--- src/verilog/vst_pkg.sv ---
// Shared constants and carrier types for the servo timer unit
package vst_pkg;
  localparam int unsigned CLK_HZ         = 50_000_000;
  localparam int unsigned CLK_NS         = 20;
  localparam int unsigned FRC_RES_NS     = 125;
  localparam int unsigned HEAD_RES_NS    = 1000;
  localparam int unsigned REMOTE_RES_NS  = 2000;
  localparam int unsigned PWM_CARRIER_HZ = 62_500;
  localparam int unsigned PWM_PERIOD_CYC = CLK_HZ / PWM_CARRIER_HZ;
  localparam int          CARRIER_W      = 10;
  localparam int          TICK_N         = 3;
  localparam int          TICK_FRC       = 0;
  localparam int          TICK_US        = 1;
  localparam int          TICK_2US       = 2;
  localparam int unsigned TICK_NS [TICK_N] = '{FRC_RES_NS, HEAD_RES_NS, REMOTE_RES_NS};
  localparam int          ACC_W          = 12;
  localparam int          FRC_W          = 22;
  localparam int          EV_W           = 8;
  localparam int          TMR_W          = 16;
  localparam int          TAPE_W         = 5;
  localparam int          FINE_W         = 16;
  localparam int          COARSE_W       = 8;
  localparam int          NUM_CAPT       = 6;
  localparam int          NUM_PWM        = 3;
  localparam int          PIN_W          = 9;
  localparam logic [FRC_W-1:0]  FRC_RST  = 22'h000000;
  localparam logic [TMR_W-1:0]  TMR_RST  = 16'h0000;
  localparam logic [EV_W-1:0]   EV_RST   = 8'h00;
  localparam logic [TAPE_W-1:0] TAPE_RST = 5'h00;

  typedef struct packed {
    logic drum_phase_pulse;
    logic drum_speed_pulse;
    logic capstan_speed_pulse;
    logic reel_speed_a;
    logic reel_speed_b;
    logic vsync_in;
    logic hsync_in;
    logic playback_control_pulse;
    logic remote_edge_input;
  } vst_pins_t;

  typedef struct packed {
    logic [3:0][EV_W-1:0]         head_event_cmp;
    logic [TMR_W-1:0]             video_switch_cmp;
    logic [TMR_W-1:0]             audio_switch_cmp;
    logic [TMR_W-1:0]             pseudo_sync_cmp;
    logic [TMR_W-1:0]             frame_ref_cmp;
    logic [TMR_W-1:0]             tape_write_cmp;
    logic [TMR_W-1:0]             sync_mask_cmp;
    logic [TMR_W-1:0]             duty_cmp_a;
    logic [TMR_W-1:0]             duty_cmp_b;
    logic [EV_W-1:0]              capstan_divider_cmp;
    logic [TMR_W-1:0]             general_cmp_a;
    logic [TMR_W-1:0]             general_cmp_b;
    logic [TAPE_W-1:0]            tape_count_cmp;
    logic [NUM_PWM-1:0][FINE_W-1:0]   fine_duty;
    logic [NUM_PWM-1:0][COARSE_W-1:0] coarse_duty;
    logic                         vsync_automask_en;
  } vst_cfg_t;

  typedef struct packed {
    logic [NUM_CAPT-1:0][FRC_W-1:0] phase_capture;
    logic [TMR_W-1:0]             capstan_phase_capture;
    logic [TMR_W-1:0]             playback_period_capture;
    logic [TMR_W-1:0]             remote_duty_capture;
    logic [TMR_W-1:0]             remote_period_capture;
    logic [TAPE_W-1:0]            tape_updown_counter;
  } vst_stat_t;
endpackage

--- src/verilog/vst_sync.sv ---
// Two-stage synchroniser for a vector of pin inputs
`timescale 1ns/1ns
`default_nettype none
module vst_sync #(
  parameter int W = 1
) (
  input  wire logic         clk_sys,
  input  wire logic         arst_n,
  input  wire logic [W-1:0] d,
  output var  logic [W-1:0] q
);
  logic [W-1:0] meta_r;

  always_ff @(posedge clk_sys or negedge arst_n) begin
    if (!arst_n) begin
      meta_r <= '0;
      q      <= '0;
    end else begin
      meta_r <= d;
      q      <= meta_r;
    end
  end
endmodule
`default_nettype wire

--- src/verilog/vst_pwm.sv ---
// One PWM channel that scales a duty word onto the shared carrier period
`timescale 1ns/1ns
`default_nettype none
module vst_pwm #(
  parameter int W = 16
) (
  input  wire logic                           clk_sys,
  input  wire logic                           arst_n,
  input  wire logic [vst_pkg::CARRIER_W-1:0]  carrier,
  input  wire logic [W-1:0]                   duty,
  output var  logic                           pwm
);
  localparam logic [vst_pkg::CARRIER_W-1:0] PER = vst_pkg::CARRIER_W'(vst_pkg::PWM_PERIOD_CYC);
  logic [W+vst_pkg::CARRIER_W-1:0] prod;
  logic [vst_pkg::CARRIER_W-1:0]   thr;

  // The carrier period is not 2^W clocks long, so the duty word is scaled
  assign prod = duty * PER;
  assign thr  = prod[W+vst_pkg::CARRIER_W-1:W];

  always_ff @(posedge clk_sys or negedge arst_n) begin
    if (!arst_n) begin
      pwm <= 1'b0;
    end else begin
      pwm <= (carrier < thr);
    end
  end
endmodule
`default_nettype wire

--- src/verilog/vcr_servo_timer_unit.sv ---
// Servo timer unit: head timing, capture counter, frame timers, tape counter and PWM
//
// How it works
// - Drum phase and speed pulses drive head switch and pseudo sync timing.
// - Head section: 8-bit event counter, four compares; 16-bit timer, three compares.
// - Any head timer compare match pulses the real-time output trigger.
// - Six captures latch the free counter; vertical and horizontal sync separated.
// - Frame timer makes tape write signal and capstan phase; duty timer does playback duty detection.
// - Frame timer has reference, tape write, sync mask compares and one capture.
// - Duty timer has two duty compares and a playback period capture.
// - Capstan speed pulses counted against a compare to divide frequency.
// - Sync mask match unmasks vertical sync and pulses a real-time trigger.
// - General timer A clears on compare match and pulses its interrupt.
// - General timer B clears on compare match and pulses its interrupt.
// - Remote edge copies remote timer into both remote captures.
// - Tape counter counts up on playback rise, down on fall.
// - Tape counter interrupts on compare match or underflow.
// - Three 16-bit PWM outputs, three 8-bit PWM outputs.
// - All PWM carriers run at 62.5 kHz.
// - Free counter advances every 125 ns, spanning 524 ms.
// - Free counter is 22 bits wide.
// - Head timer counts microseconds, spanning 65.5 ms.
// - Remote timer counts in 2 us steps, spanning 131 ms.
`timescale 1ns/1ns
`default_nettype none
module vcr_servo_timer_unit (
  input  wire logic                       clk_sys,
  input  wire logic                       arst_n,
  input  wire vst_pkg::vst_pins_t         pins,
  input  wire vst_pkg::vst_cfg_t          cfg,
  output wire vst_pkg::vst_stat_t         stat,
  output var  logic                       head_switch,
  output var  logic                       video_head_switch,
  output var  logic                       audio_head_switch,
  output var  logic                       pseudo_sync,
  output var  logic                       rtp_trig_head,
  output var  logic                       rtp_trig_mask,
  output var  logic                       vsync_sep,
  output var  logic                       hsync_sep,
  output var  logic                       tape_write_control,
  output var  logic [1:0]                 duty_level,
  output var  logic                       capstan_div_pulse,
  output var  logic [1:0]                 general_irq,
  output var  logic                       tape_irq,
  output var  logic [vst_pkg::NUM_PWM-1:0] fine_pwm,
  output var  logic [vst_pkg::NUM_PWM-1:0] coarse_pwm
);
  localparam int TW = vst_pkg::TMR_W;

  function automatic logic hit(input logic tk, input logic [TW-1:0] cnt, input logic [TW-1:0] cmp);
    return tk && (cnt == cmp);
  endfunction

  // Pins come from outside the clock domain
  vst_pkg::vst_pins_t pin_s;
  vst_pkg::vst_pins_t pin_d_r;
  logic [vst_pkg::PIN_W-1:0] pin_q;

  vst_sync #(.W(vst_pkg::PIN_W)) u_sync (
    .clk_sys (clk_sys),
    .arst_n  (arst_n),
    .d       (pins),
    .q       (pin_q)
  );
  assign pin_s = vst_pkg::vst_pins_t'(pin_q);

  always_ff @(posedge clk_sys or negedge arst_n) begin
    if (!arst_n) begin
      pin_d_r <= '0;
    end else begin
      pin_d_r <= pin_s;
    end
  end

  logic pg_rise, fg_rise, cfg_rise, vs_rise, hs_rise, pb_rise, pb_fall, rm_rise;
  assign pg_rise  = pin_s.drum_phase_pulse & ~pin_d_r.drum_phase_pulse;
  assign fg_rise  = pin_s.drum_speed_pulse & ~pin_d_r.drum_speed_pulse;
  assign cfg_rise = pin_s.capstan_speed_pulse & ~pin_d_r.capstan_speed_pulse;
  assign vs_rise  = pin_s.vsync_in & ~pin_d_r.vsync_in;
  assign hs_rise  = pin_s.hsync_in & ~pin_d_r.hsync_in;
  assign pb_rise  = pin_s.playback_control_pulse & ~pin_d_r.playback_control_pulse;
  assign pb_fall  = ~pin_s.playback_control_pulse & pin_d_r.playback_control_pulse;
  assign rm_rise  = pin_s.remote_edge_input & ~pin_d_r.remote_edge_input;

  // Resolution ticks: a fractional accumulator keeps 125 ns exact on average
  logic [vst_pkg::TICK_N-1:0] tick_r;
  for (genvar g = 0; g < vst_pkg::TICK_N; g++) begin : g_tick
    localparam logic [vst_pkg::ACC_W-1:0] STEP = vst_pkg::ACC_W'(vst_pkg::CLK_NS);
    localparam logic [vst_pkg::ACC_W-1:0] PER  = vst_pkg::ACC_W'(vst_pkg::TICK_NS[g]);
    logic [vst_pkg::ACC_W-1:0] acc_r;
    always_ff @(posedge clk_sys or negedge arst_n) begin
      if (!arst_n) begin
        acc_r     <= '0;
        tick_r[g] <= 1'b0;
      end else if (acc_r + STEP >= PER) begin
        acc_r     <= acc_r + STEP - PER;
        tick_r[g] <= 1'b1;
      end else begin
        acc_r     <= acc_r + STEP;
        tick_r[g] <= 1'b0;
      end
    end
  end

  logic tk_frc, tk_us, tk_2us;
  assign tk_frc = tick_r[vst_pkg::TICK_FRC];
  assign tk_us  = tick_r[vst_pkg::TICK_US];
  assign tk_2us = tick_r[vst_pkg::TICK_2US];

  // Head event counter and its four compares
  logic [vst_pkg::EV_W-1:0] ev_cnt_r;
  logic [3:0]               ev_hit_r;
  logic                     head_sw_r;
  logic [TW-1:0]            head_timer_r;
  logic [2:0]               hm;

  always_ff @(posedge clk_sys or negedge arst_n) begin
    if (!arst_n) begin
      ev_cnt_r <= vst_pkg::EV_RST;
    end else if (pg_rise) begin
      ev_cnt_r <= vst_pkg::EV_RST;
    end else if (fg_rise) begin
      ev_cnt_r <= ev_cnt_r + 8'h01;
    end
  end

  for (genvar g = 0; g < 4; g++) begin : g_ev
    always_ff @(posedge clk_sys or negedge arst_n) begin
      if (!arst_n) begin
        ev_hit_r[g] <= 1'b0;
      end else begin
        ev_hit_r[g] <= fg_rise && !pg_rise && (8'(ev_cnt_r + 8'h01) == cfg.head_event_cmp[g]);
      end
    end
  end

  // Internal head switch flips on each event match and restarts the delay timer
  always_ff @(posedge clk_sys or negedge arst_n) begin
    if (!arst_n) begin
      head_sw_r    <= 1'b0;
      head_timer_r <= vst_pkg::TMR_RST;
    end else if (|ev_hit_r) begin
      head_sw_r    <= ~head_sw_r;
      head_timer_r <= vst_pkg::TMR_RST;
    end else if (tk_us) begin
      head_timer_r <= head_timer_r + 16'h0001;
    end
  end

  assign hm[0] = hit(tk_us, head_timer_r, cfg.video_switch_cmp);
  assign hm[1] = hit(tk_us, head_timer_r, cfg.audio_switch_cmp);
  assign hm[2] = hit(tk_us, head_timer_r, cfg.pseudo_sync_cmp);

  always_ff @(posedge clk_sys or negedge arst_n) begin
    if (!arst_n) begin
      head_switch       <= 1'b0;
      video_head_switch <= 1'b0;
      audio_head_switch <= 1'b0;
      pseudo_sync       <= 1'b0;
      rtp_trig_head     <= 1'b0;
    end else begin
      head_switch <= head_sw_r;
      if (hm[0]) begin
        video_head_switch <= head_sw_r;
      end
      if (hm[1]) begin
        audio_head_switch <= head_sw_r;
      end
      pseudo_sync   <= hm[2];
      rtp_trig_head <= |hm;
    end
  end

  // Free-running counter and its six captures
  logic [vst_pkg::FRC_W-1:0]                frc_r;
  logic [vst_pkg::NUM_CAPT-1:0][vst_pkg::FRC_W-1:0] cap_r;
  logic [vst_pkg::NUM_CAPT-1:0]             cap_src;
  logic vmask_r, vs_ok;

  always_ff @(posedge clk_sys or negedge arst_n) begin
    if (!arst_n) begin
      frc_r <= vst_pkg::FRC_RST;
    end else if (tk_frc) begin
      frc_r <= frc_r + 22'h000001;
    end
  end

  // Masked vertical sync rejects noise until the mask compare reopens it
  assign vs_ok   = vs_rise & ~vmask_r;
  assign cap_src = {pin_s.reel_speed_b & ~pin_d_r.reel_speed_b,
                    pin_s.reel_speed_a & ~pin_d_r.reel_speed_a,
                    cfg_rise, fg_rise, pg_rise, vs_ok};

  for (genvar g = 0; g < vst_pkg::NUM_CAPT; g++) begin : g_cap
    always_ff @(posedge clk_sys or negedge arst_n) begin
      if (!arst_n) begin
        cap_r[g] <= vst_pkg::FRC_RST;
      end else if (cap_src[g]) begin
        cap_r[g] <= frc_r;
      end
    end
  end

  always_ff @(posedge clk_sys or negedge arst_n) begin
    if (!arst_n) begin
      vsync_sep <= 1'b0;
      hsync_sep <= 1'b0;
    end else begin
      vsync_sep <= vs_ok;
      hsync_sep <= hs_rise;
    end
  end

  // Frame reference timer
  logic [TW-1:0] fr_timer_r;
  logic [TW-1:0] cap_phase_r;
  logic          fr_hit, tw_hit, sm_hit;
  logic          div_hit;

  assign fr_hit = hit(tk_us, fr_timer_r, cfg.frame_ref_cmp);
  assign tw_hit = hit(tk_us, fr_timer_r, cfg.tape_write_cmp);
  assign sm_hit = hit(tk_us, fr_timer_r, cfg.sync_mask_cmp);

  always_ff @(posedge clk_sys or negedge arst_n) begin
    if (!arst_n) begin
      fr_timer_r <= vst_pkg::TMR_RST;
    end else if (vs_ok || fr_hit) begin
      fr_timer_r <= vst_pkg::TMR_RST;
    end else if (tk_us) begin
      fr_timer_r <= fr_timer_r + 16'h0001;
    end
  end

  // Setting the write pulse wins when both edges land together
  always_ff @(posedge clk_sys or negedge arst_n) begin
    if (!arst_n) begin
      tape_write_control <= 1'b0;
    end else if (fr_hit) begin
      tape_write_control <= 1'b1;
    end else if (tw_hit) begin
      tape_write_control <= 1'b0;
    end
  end

  // Unmask wins over a new mask so a match is never lost
  always_ff @(posedge clk_sys or negedge arst_n) begin
    if (!arst_n) begin
      vmask_r       <= 1'b0;
      rtp_trig_mask <= 1'b0;
    end else begin
      rtp_trig_mask <= sm_hit;
      if (sm_hit) begin
        vmask_r <= 1'b0;
      end else if (vs_ok && cfg.vsync_automask_en) begin
        vmask_r <= 1'b1;
      end
    end
  end

  always_ff @(posedge clk_sys or negedge arst_n) begin
    if (!arst_n) begin
      cap_phase_r <= vst_pkg::TMR_RST;
    end else if (div_hit) begin
      cap_phase_r <= fr_timer_r;
    end
  end

  // Duty timer for the playback control pulse
  logic [TW-1:0] duty_timer_r;
  logic [TW-1:0] pb_period_r;

  always_ff @(posedge clk_sys or negedge arst_n) begin
    if (!arst_n) begin
      duty_timer_r <= vst_pkg::TMR_RST;
      pb_period_r  <= vst_pkg::TMR_RST;
    end else if (pb_rise) begin
      pb_period_r  <= duty_timer_r;
      duty_timer_r <= vst_pkg::TMR_RST;
    end else if (tk_us) begin
      duty_timer_r <= duty_timer_r + 16'h0001;
    end
  end

  always_ff @(posedge clk_sys or negedge arst_n) begin
    if (!arst_n) begin
      duty_level <= 2'b00;
    end else begin
      if (hit(tk_us, duty_timer_r, cfg.duty_cmp_a)) begin
        duty_level[0] <= pin_s.playback_control_pulse;
      end
      if (hit(tk_us, duty_timer_r, cfg.duty_cmp_b)) begin
        duty_level[1] <= pin_s.playback_control_pulse;
      end
    end
  end

  // Capstan event divider
  logic [vst_pkg::EV_W-1:0] div_cnt_r;
  assign div_hit = cfg_rise && (8'(div_cnt_r + 8'h01) == cfg.capstan_divider_cmp);

  always_ff @(posedge clk_sys or negedge arst_n) begin
    if (!arst_n) begin
      div_cnt_r         <= vst_pkg::EV_RST;
      capstan_div_pulse <= 1'b0;
    end else begin
      capstan_div_pulse <= div_hit;
      if (div_hit) begin
        div_cnt_r <= vst_pkg::EV_RST;
      end else if (cfg_rise) begin
        div_cnt_r <= div_cnt_r + 8'h01;
      end
    end
  end

  // Two general interval timers
  logic [1:0][TW-1:0] gen_cnt_r;
  logic [1:0][TW-1:0] gen_cmp;
  logic [1:0]         gen_tick;
  assign gen_cmp  = {cfg.general_cmp_b, cfg.general_cmp_a};
  assign gen_tick = {tk_2us, tk_us};

  for (genvar g = 0; g < 2; g++) begin : g_gen
    always_ff @(posedge clk_sys or negedge arst_n) begin
      if (!arst_n) begin
        gen_cnt_r[g]   <= vst_pkg::TMR_RST;
        general_irq[g] <= 1'b0;
      end else begin
        general_irq[g] <= hit(gen_tick[g], gen_cnt_r[g], gen_cmp[g]);
        if (hit(gen_tick[g], gen_cnt_r[g], gen_cmp[g])) begin
          gen_cnt_r[g] <= vst_pkg::TMR_RST;
        end else if (gen_tick[g]) begin
          gen_cnt_r[g] <= gen_cnt_r[g] + 16'h0001;
        end
      end
    end
  end

  // Remote decode timer runs free; software subtracts successive captures
  logic [TW-1:0] remote_timer_r;
  logic [TW-1:0] rm_duty_r;
  logic [TW-1:0] rm_period_r;

  always_ff @(posedge clk_sys or negedge arst_n) begin
    if (!arst_n) begin
      remote_timer_r <= vst_pkg::TMR_RST;
    end else if (tk_2us) begin
      remote_timer_r <= remote_timer_r + 16'h0001;
    end
  end

  always_ff @(posedge clk_sys or negedge arst_n) begin
    if (!arst_n) begin
      rm_duty_r   <= vst_pkg::TMR_RST;
      rm_period_r <= vst_pkg::TMR_RST;
    end else if (rm_rise) begin
      rm_duty_r   <= remote_timer_r;
      rm_period_r <= remote_timer_r;
    end
  end

  // Tape up/down counter; underflow wraps to all ones
  logic [vst_pkg::TAPE_W-1:0] udc_r;
  always_ff @(posedge clk_sys or negedge arst_n) begin
    if (!arst_n) begin
      udc_r    <= vst_pkg::TAPE_RST;
      tape_irq <= 1'b0;
    end else if (pb_rise) begin
      udc_r    <= udc_r + 5'h01;
      tape_irq <= (5'(udc_r + 5'h01) == cfg.tape_count_cmp);
    end else if (pb_fall) begin
      udc_r    <= udc_r - 5'h01;
      tape_irq <= (udc_r == vst_pkg::TAPE_RST) || (5'(udc_r - 5'h01) == cfg.tape_count_cmp);
    end else begin
      tape_irq <= 1'b0;
    end
  end

  // Shared PWM carrier counter
  logic [vst_pkg::CARRIER_W-1:0] carrier_r;
  always_ff @(posedge clk_sys or negedge arst_n) begin
    if (!arst_n) begin
      carrier_r <= '0;
    end else if (carrier_r == vst_pkg::CARRIER_W'(vst_pkg::PWM_PERIOD_CYC - 1)) begin
      carrier_r <= '0;
    end else begin
      carrier_r <= carrier_r + 10'h001;
    end
  end

  for (genvar g = 0; g < vst_pkg::NUM_PWM; g++) begin : g_pwm
    vst_pwm #(.W(vst_pkg::FINE_W)) u_fine (
      .clk_sys (clk_sys),
      .arst_n  (arst_n),
      .carrier (carrier_r),
      .duty    (cfg.fine_duty[g]),
      .pwm     (fine_pwm[g])
    );
    vst_pwm #(.W(vst_pkg::COARSE_W)) u_coarse (
      .clk_sys (clk_sys),
      .arst_n  (arst_n),
      .carrier (carrier_r),
      .duty    (cfg.coarse_duty[g]),
      .pwm     (coarse_pwm[g])
    );
  end

  assign stat.phase_capture           = cap_r;
  assign stat.capstan_phase_capture   = cap_phase_r;
  assign stat.playback_period_capture = pb_period_r;
  assign stat.remote_duty_capture     = rm_duty_r;
  assign stat.remote_period_capture   = rm_period_r;
  assign stat.tape_updown_counter     = udc_r;

  a_head_toggle: assert property (@(posedge clk_sys) disable iff (!arst_n)
    (|ev_hit_r) |=> (head_sw_r != $past(head_sw_r)) && (head_timer_r == 16'h0000))
    else $error("head switch did not flip on event match");
  a_ev_pulse: assert property (@(posedge clk_sys) disable iff (!arst_n)
    ev_hit_r[0] |=> !ev_hit_r[0])
    else $error("event match lasted more than one clock");
  a_frc_step: assert property (@(posedge clk_sys) disable iff (!arst_n)
    tk_frc |=> !tk_frc ##1 !tk_frc ##1 !tk_frc ##1 !tk_frc ##1 !tk_frc)
    else $error("free counter tick faster than 125 ns");
  a_frc_count: assert property (@(posedge clk_sys) disable iff (!arst_n)
    tk_frc |=> frc_r == 22'($past(frc_r) + 22'h000001))
    else $error("free counter did not advance on tick");
  a_cap_hold: assert property (@(posedge clk_sys) disable iff (!arst_n)
    !cap_src[1] |=> $stable(cap_r[1]))
    else $error("capture changed without an event");
  a_gen_clear: assert property (@(posedge clk_sys) disable iff (!arst_n)
    general_irq[0] |-> (gen_cnt_r[0] == 16'h0000) && !$past(general_irq[0]))
    else $error("general timer not cleared with its interrupt");
  a_udc_up: assert property (@(posedge clk_sys) disable iff (!arst_n)
    pb_rise |=> udc_r == 5'($past(udc_r) + 5'h01))
    else $error("tape counter did not count up");
  a_udc_under: assert property (@(posedge clk_sys) disable iff (!arst_n)
    (pb_fall && udc_r == 5'h00) |=> tape_irq && udc_r == 5'h1f)
    else $error("tape underflow missed");
  a_tape_write: assert property (@(posedge clk_sys) disable iff (!arst_n)
    fr_hit |=> tape_write_control && fr_timer_r == 16'h0000)
    else $error("tape write not raised on reference match");
  a_unmask: assert property (@(posedge clk_sys) disable iff (!arst_n)
    sm_hit |=> !vmask_r && rtp_trig_mask)
    else $error("sync mask match did not unmask");
  a_remote_cap: assert property (@(posedge clk_sys) disable iff (!arst_n)
    rm_rise |=> rm_period_r == $past(remote_timer_r) && rm_duty_r == $past(remote_timer_r))
    else $error("remote capture wrong");
endmodule
`default_nettype wire

--- config.mk ---
export PLATFORM = sky130hd
export DESIGN_NAME = vcr_servo_timer_unit
export DESIGN_NICKNAME = d
export VERILOG_FILES = /design/src/verilog/vst_pkg.sv /design/src/verilog/vst_sync.sv /design/src/verilog/vst_pwm.sv /design/src/verilog/vcr_servo_timer_unit.sv
export SDC_FILE = /design/constraint.sdc
export NUM_CORES = 1
export LEC_CHECK = 0
export BUFFER_PORTS_ARGS = -buffer_cell sky130_fd_sc_hd__buf_2
export CELL_PAD_IN_SITES_DETAIL_PLACEMENT = 0
export CELL_PAD_IN_SITES_GLOBAL_PLACEMENT = 1
export CORE_MARGIN = 3
export CORE_UTILIZATION = 44
export CTS_CLUSTER_DIAMETER = 100
export DETAILED_ROUTE_END_ITERATION = 6
export GPL_ROUTABILITY_DRIVEN = 0
export PLACE_DENSITY_LB_ADDON = 0.2
export SETUP_SLACK_MARGIN = 0.02
export SKIP_CTS_REPAIR_TIMING = 1
export SLEW_MARGIN = 40
export SYNTH_ARGS = -nofsm -noshare
export SYNTH_HDL_FRONTEND = slang
export SYNTH_SLANG_ARGS = --single-unit
--- constraint.sdc ---
create_clock -name clk_sys -period 3.3 [get_ports clk_sys]
set_input_delay 0.165 -clock clk_sys [delete_from_list [all_inputs] [get_ports clk_sys]]
set_output_delay 0.165 -clock clk_sys [all_outputs]
set_load 0.01 [all_outputs]
==> results.cfg <==
[place]
placement.setup.worst_slack_ns = -0.823
post-dp-hpwl_um = 58800
io_buffers = 510

[drt]
viasPerCell = 5.13
drcViolationCount = 0
vias = 21300
routed_wire_length_per_instance_um = 18.0
total_routed_length_um = 75000
drtIter0Drc = 984
drt.antenna.violating_nets = 0
drtPass1Iterations = 5

[timing]
layout_worst_path_cycle_share_pct = 106
clock-skew-final_ns = 0.0285
final_hold_viol_count = 2
max-slew-margin-rel_pct = 46.1
timing_max_transition_violations_final = 0
clock_period_minus_worst_slack_ns = 3.51
postLayoutSetupSlackWorst_ns = -0.206
setup_viol = 3
worst-slew-pin-transition_ns = 0.809
clock.fmax_mhz = 285
hold_slack_ns = -0.00328
rsz0062_at_grt = true

[logic_synthesis]
synth.cell_area_um2 = 27100
synth-edff-count = 0
synth_area_per_cell_um2 = 9.90
async_s_r_ff_share_synth_pct = 100
ys_seq_area_share_pct = 38.6
synthCells = 2741
synthesis.nets = 3386
synth_warnings = 0
synth_flop_cell = sky130_fd_sc_hd__dfrtp_1
ys_ff_latch = 418
synth_cell_type_count = 69

[grt]
grt_util_all_layers_pct = 22.6
first_global_vias = 21900
number_of_antenna_violations_at_the_first_check_in_global_routing = 14
maximum_number_of_pins_on_one_net_before_global_route_repair = 93
grt_overflow_total = 0
grt_pass1_wl_um = 116000

[clock_network]
tritoncts_clock_tree = done
cts.sink_count = 418
cts_buffers = 47
ctsLongestPathBuffers = 3
number_of_levels_the_h_tree_was_split_into = 2
clock_tree.root_cell = sky130_fd_sc_hd__clkbuf_16
clkTransAtPathRegs_ns = 0.06
clock_latency_ns = 0.58

[cells_and_area]
post_route_cells_drive_above_1_share_pct = 27.2
areaGrowthSynthToFinish_pct = 24.3
combined_area_of_the_multi_input_logic_cells_um2 = 15800
layout.core_utilization_pct = 55.6
layout.filler_cells = 5432
final_nets = 3977
seqCellArea_um2 = 10500

[floorplan]
die_width_um = 254
initial_core_util_pct = 44.7
core.rowCount = 90
floorplan.die.height_um = 254
coreArea_um2 = 60700
fp.dieArea_um2 = 64700
ioPinCount = 511

[setup_path]
worst_ep_arrival_time_ns = 3.97
path_class = in2reg
cp_launch_type = primary input
worstSetupEndpointType = flop
worstPathRequired_ns = 3.76
critical_path_peak_fanout = 3

[status]
violations = hold timing, setup timing
outcome = finished with violations

[pwr]
cellPowerDensity_nw_per_um2 = 446
power_leakage_uw = 0.0174
irDropWorstVdd_v = 0.000364

[min_path]
worst_hold_path_type = in2reg

[flow_run]
maxCapViolations = 0
final timing paths:
kind                                        from             endpoint  slack, ns  depth (start not counted)
worst max-delay path                     cfg[45]  g_pwm[1].u_fine.pwm      -0.21                         17
worst min-delay path                    cfg[181]   tape_write_control     -0.003                          5
worst max register to register       ev_cnt_r[0]          ev_hit_r[1]       0.32                          7
worst min register to register  u_sync.meta_r[4]          u_sync.q[4]       0.35                          0
max in group asynchronous                 arst_n      pb_period_r[13]       1.97                          3
min in group asynchronous                 arst_n      pb_period_r[12]       0.16                          2
final cells by class:
class	instances	share of cell area, %
Antenna cell	9	0.0668
Clock buffer	71	4.14
Clock inverter	16	0.716
Inverter	183	2.04
Multi-Input combinational cell	1988	46.9
Sequential cell	418	31.0
Tap cell	782	2.90
Timing Repair Buffer	694	12.2
critical path: stages:
cell and delay, ns:
sky130_fd_sc_hd__buf_2 0.14, sky130_fd_sc_hd__ha_4 0.28, sky130_fd_sc_hd__ha_4 0.19, sky130_fd_sc_hd__fa_1 0.58, sky130_fd_sc_hd__ha_4 0.22, sky130_fd_sc_hd__a211oi_2 0.16, sky130_fd_sc_hd__nor2_1 0.08, sky130_fd_sc_hd__o31a_1 0.33
sky130_fd_sc_hd__a311o_2 0.33, sky130_fd_sc_hd__or3_4 0.35, sky130_fd_sc_hd__a31oi_4 0.17, sky130_fd_sc_hd__xor2_1 0.09, sky130_fd_sc_hd__ha_1 0.32, sky130_fd_sc_hd__nand4_1 0.11, sky130_fd_sc_hd__nor3_2 0.23, sky130_fd_sc_hd__o211a_1 0.18
sky130_fd_sc_hd__a211oi_1 0.05
per-stage QoR:
step	power, uW	cells	TNS [ns]	hold WS, ns	cell area, um^2
6_report	15100	4161	-0.370	-0.00328	33700
4_1_cts	15100	4109	-0.481	-0.427	33100
3_5_place_dp	9570	4022	-3.20	0.188	31400
5_1_grt	16000	4159	-0.847	0.00269	33700
2_1_floorplan	8090	2741	-1.18	-0.131	27500
3_3_place_gp	9450	4022	-2.80	0.191	31400
metal layers:
layer | part of all wire (%) | track usage (%) | vias to the layer above
li1 | - | - | 10400
met3 | 6.0 | 4.87 | 141
met1 | 43 | 27.9 | 10300
met4 | 3.1 | 7.16 | 10
met5 | 0.092 | 0 | -
met2 | 48 | 39.3 | 508
logic make-up after synthesis:
family | share of synthesized area [%]
adders and majority gates | 17.5
DFF | 38.6
AOI/OAI and AO/OA | 5.89
buffers and inverters | 5.00
xor gates and xnor gates | 13.9
muxes | 4.64
and+or+nand+nor | 14.5
Yosys cell counts (14+ instances only):
master | count | area, um^2
sky130_fd_sc_hd__clkbuf_1 | 106 | 398
sky130_fd_sc_hd__buf_4 | 23 | 173
sky130_fd_sc_hd__xnor2_1 | 233 | 2040
sky130_fd_sc_hd__and3_1 | 24 | 150
sky130_fd_sc_hd__nand3_1 | 69 | 345
sky130_fd_sc_hd__fa_1 | 39 | 781
sky130_fd_sc_hd__ha_1 | 317 | 3970
sky130_fd_sc_hd__nor4_1 | 23 | 144
sky130_fd_sc_hd__nand2_1 | 356 | 1340
sky130_fd_sc_hd__mux2_2 | 102 | 1150
sky130_fd_sc_hd__a21o_1 | 28 | 210
sky130_fd_sc_hd__nor2b_1 | 14 | 87.6
sky130_fd_sc_hd__a21oi_1 | 71 | 355
sky130_fd_sc_hd__inv_1 | 181 | 679
sky130_fd_sc_hd__dfrtp_1 | 418 | 10500
sky130_fd_sc_hd__nand4_1 | 82 | 513
sky130_fd_sc_hd__nor3_1 | 30 | 150
sky130_fd_sc_hd__o21ai_0 | 57 | 285
sky130_fd_sc_hd__or3_1 | 21 | 131
sky130_fd_sc_hd__nor2_1 | 140 | 526
sky130_fd_sc_hd__nand2b_1 | 31 | 194
sky130_fd_sc_hd__xor2_1 | 198 | 1730
flip-flops by register name, indices dropped and copies added, names as in the netlist, 4 cells and up:
signal / count
stat: 132
g_tick.acc_r: 32
gen_cnt_r: 32
frc_r: 22
cap_phase_r: 16
duty_timer_r: 16
fr_timer_r: 16
head_timer_r: 16
pb_period_r: 16
remote_timer_r: 16
rm_duty_r: 16
carrier_r: 10
pin_d_r: 9
u_sync.meta_r: 9
u_sync.q: 9
div_cnt_r: 8
ev_cnt_r: 8
udc_r: 5
ev_hit_r: 4
layout by cell type (no fill, tap or decap), types with 31 or more instances in the layout:
cell type                       netlist  final
sky130_fd_sc_hd__inv_1              181    179
sky130_fd_sc_hd__dfrtp_1            418    418
sky130_fd_sc_hd__nand3_1             69     69
sky130_fd_sc_hd__nand4_1             82     82
sky130_fd_sc_hd__clkbuf_16            0     47
sky130_fd_sc_hd__fa_1                39     38
sky130_fd_sc_hd__nand2_1            356    356
sky130_fd_sc_hd__mux2_2             102    102
sky130_fd_sc_hd__ha_1               317    278
sky130_fd_sc_hd__nor2_1             140    139
sky130_fd_sc_hd__a21oi_1             71     61
sky130_fd_sc_hd__xor2_1             198    198
sky130_fd_sc_hd__xnor2_1            233    233
sky130_fd_sc_hd__buf_2               11    505
sky130_fd_sc_hd__dlygate4sd3_1        0     39
sky130_fd_sc_hd__buf_4               23    142
sky130_fd_sc_hd__o21ai_0             57     49
sky130_fd_sc_hd__nand2b_1            31     31
report_power, final:
group | switching [uW] | leakage [uW] | internal [uW]
Combinational | 2030 | 0.0112 | 2040
Clock | 2170 | 0.000811 | 3270
Sequential | 250 | 0.00537 | 5290
Note: power is estimated with default switching activity, not from simulation.
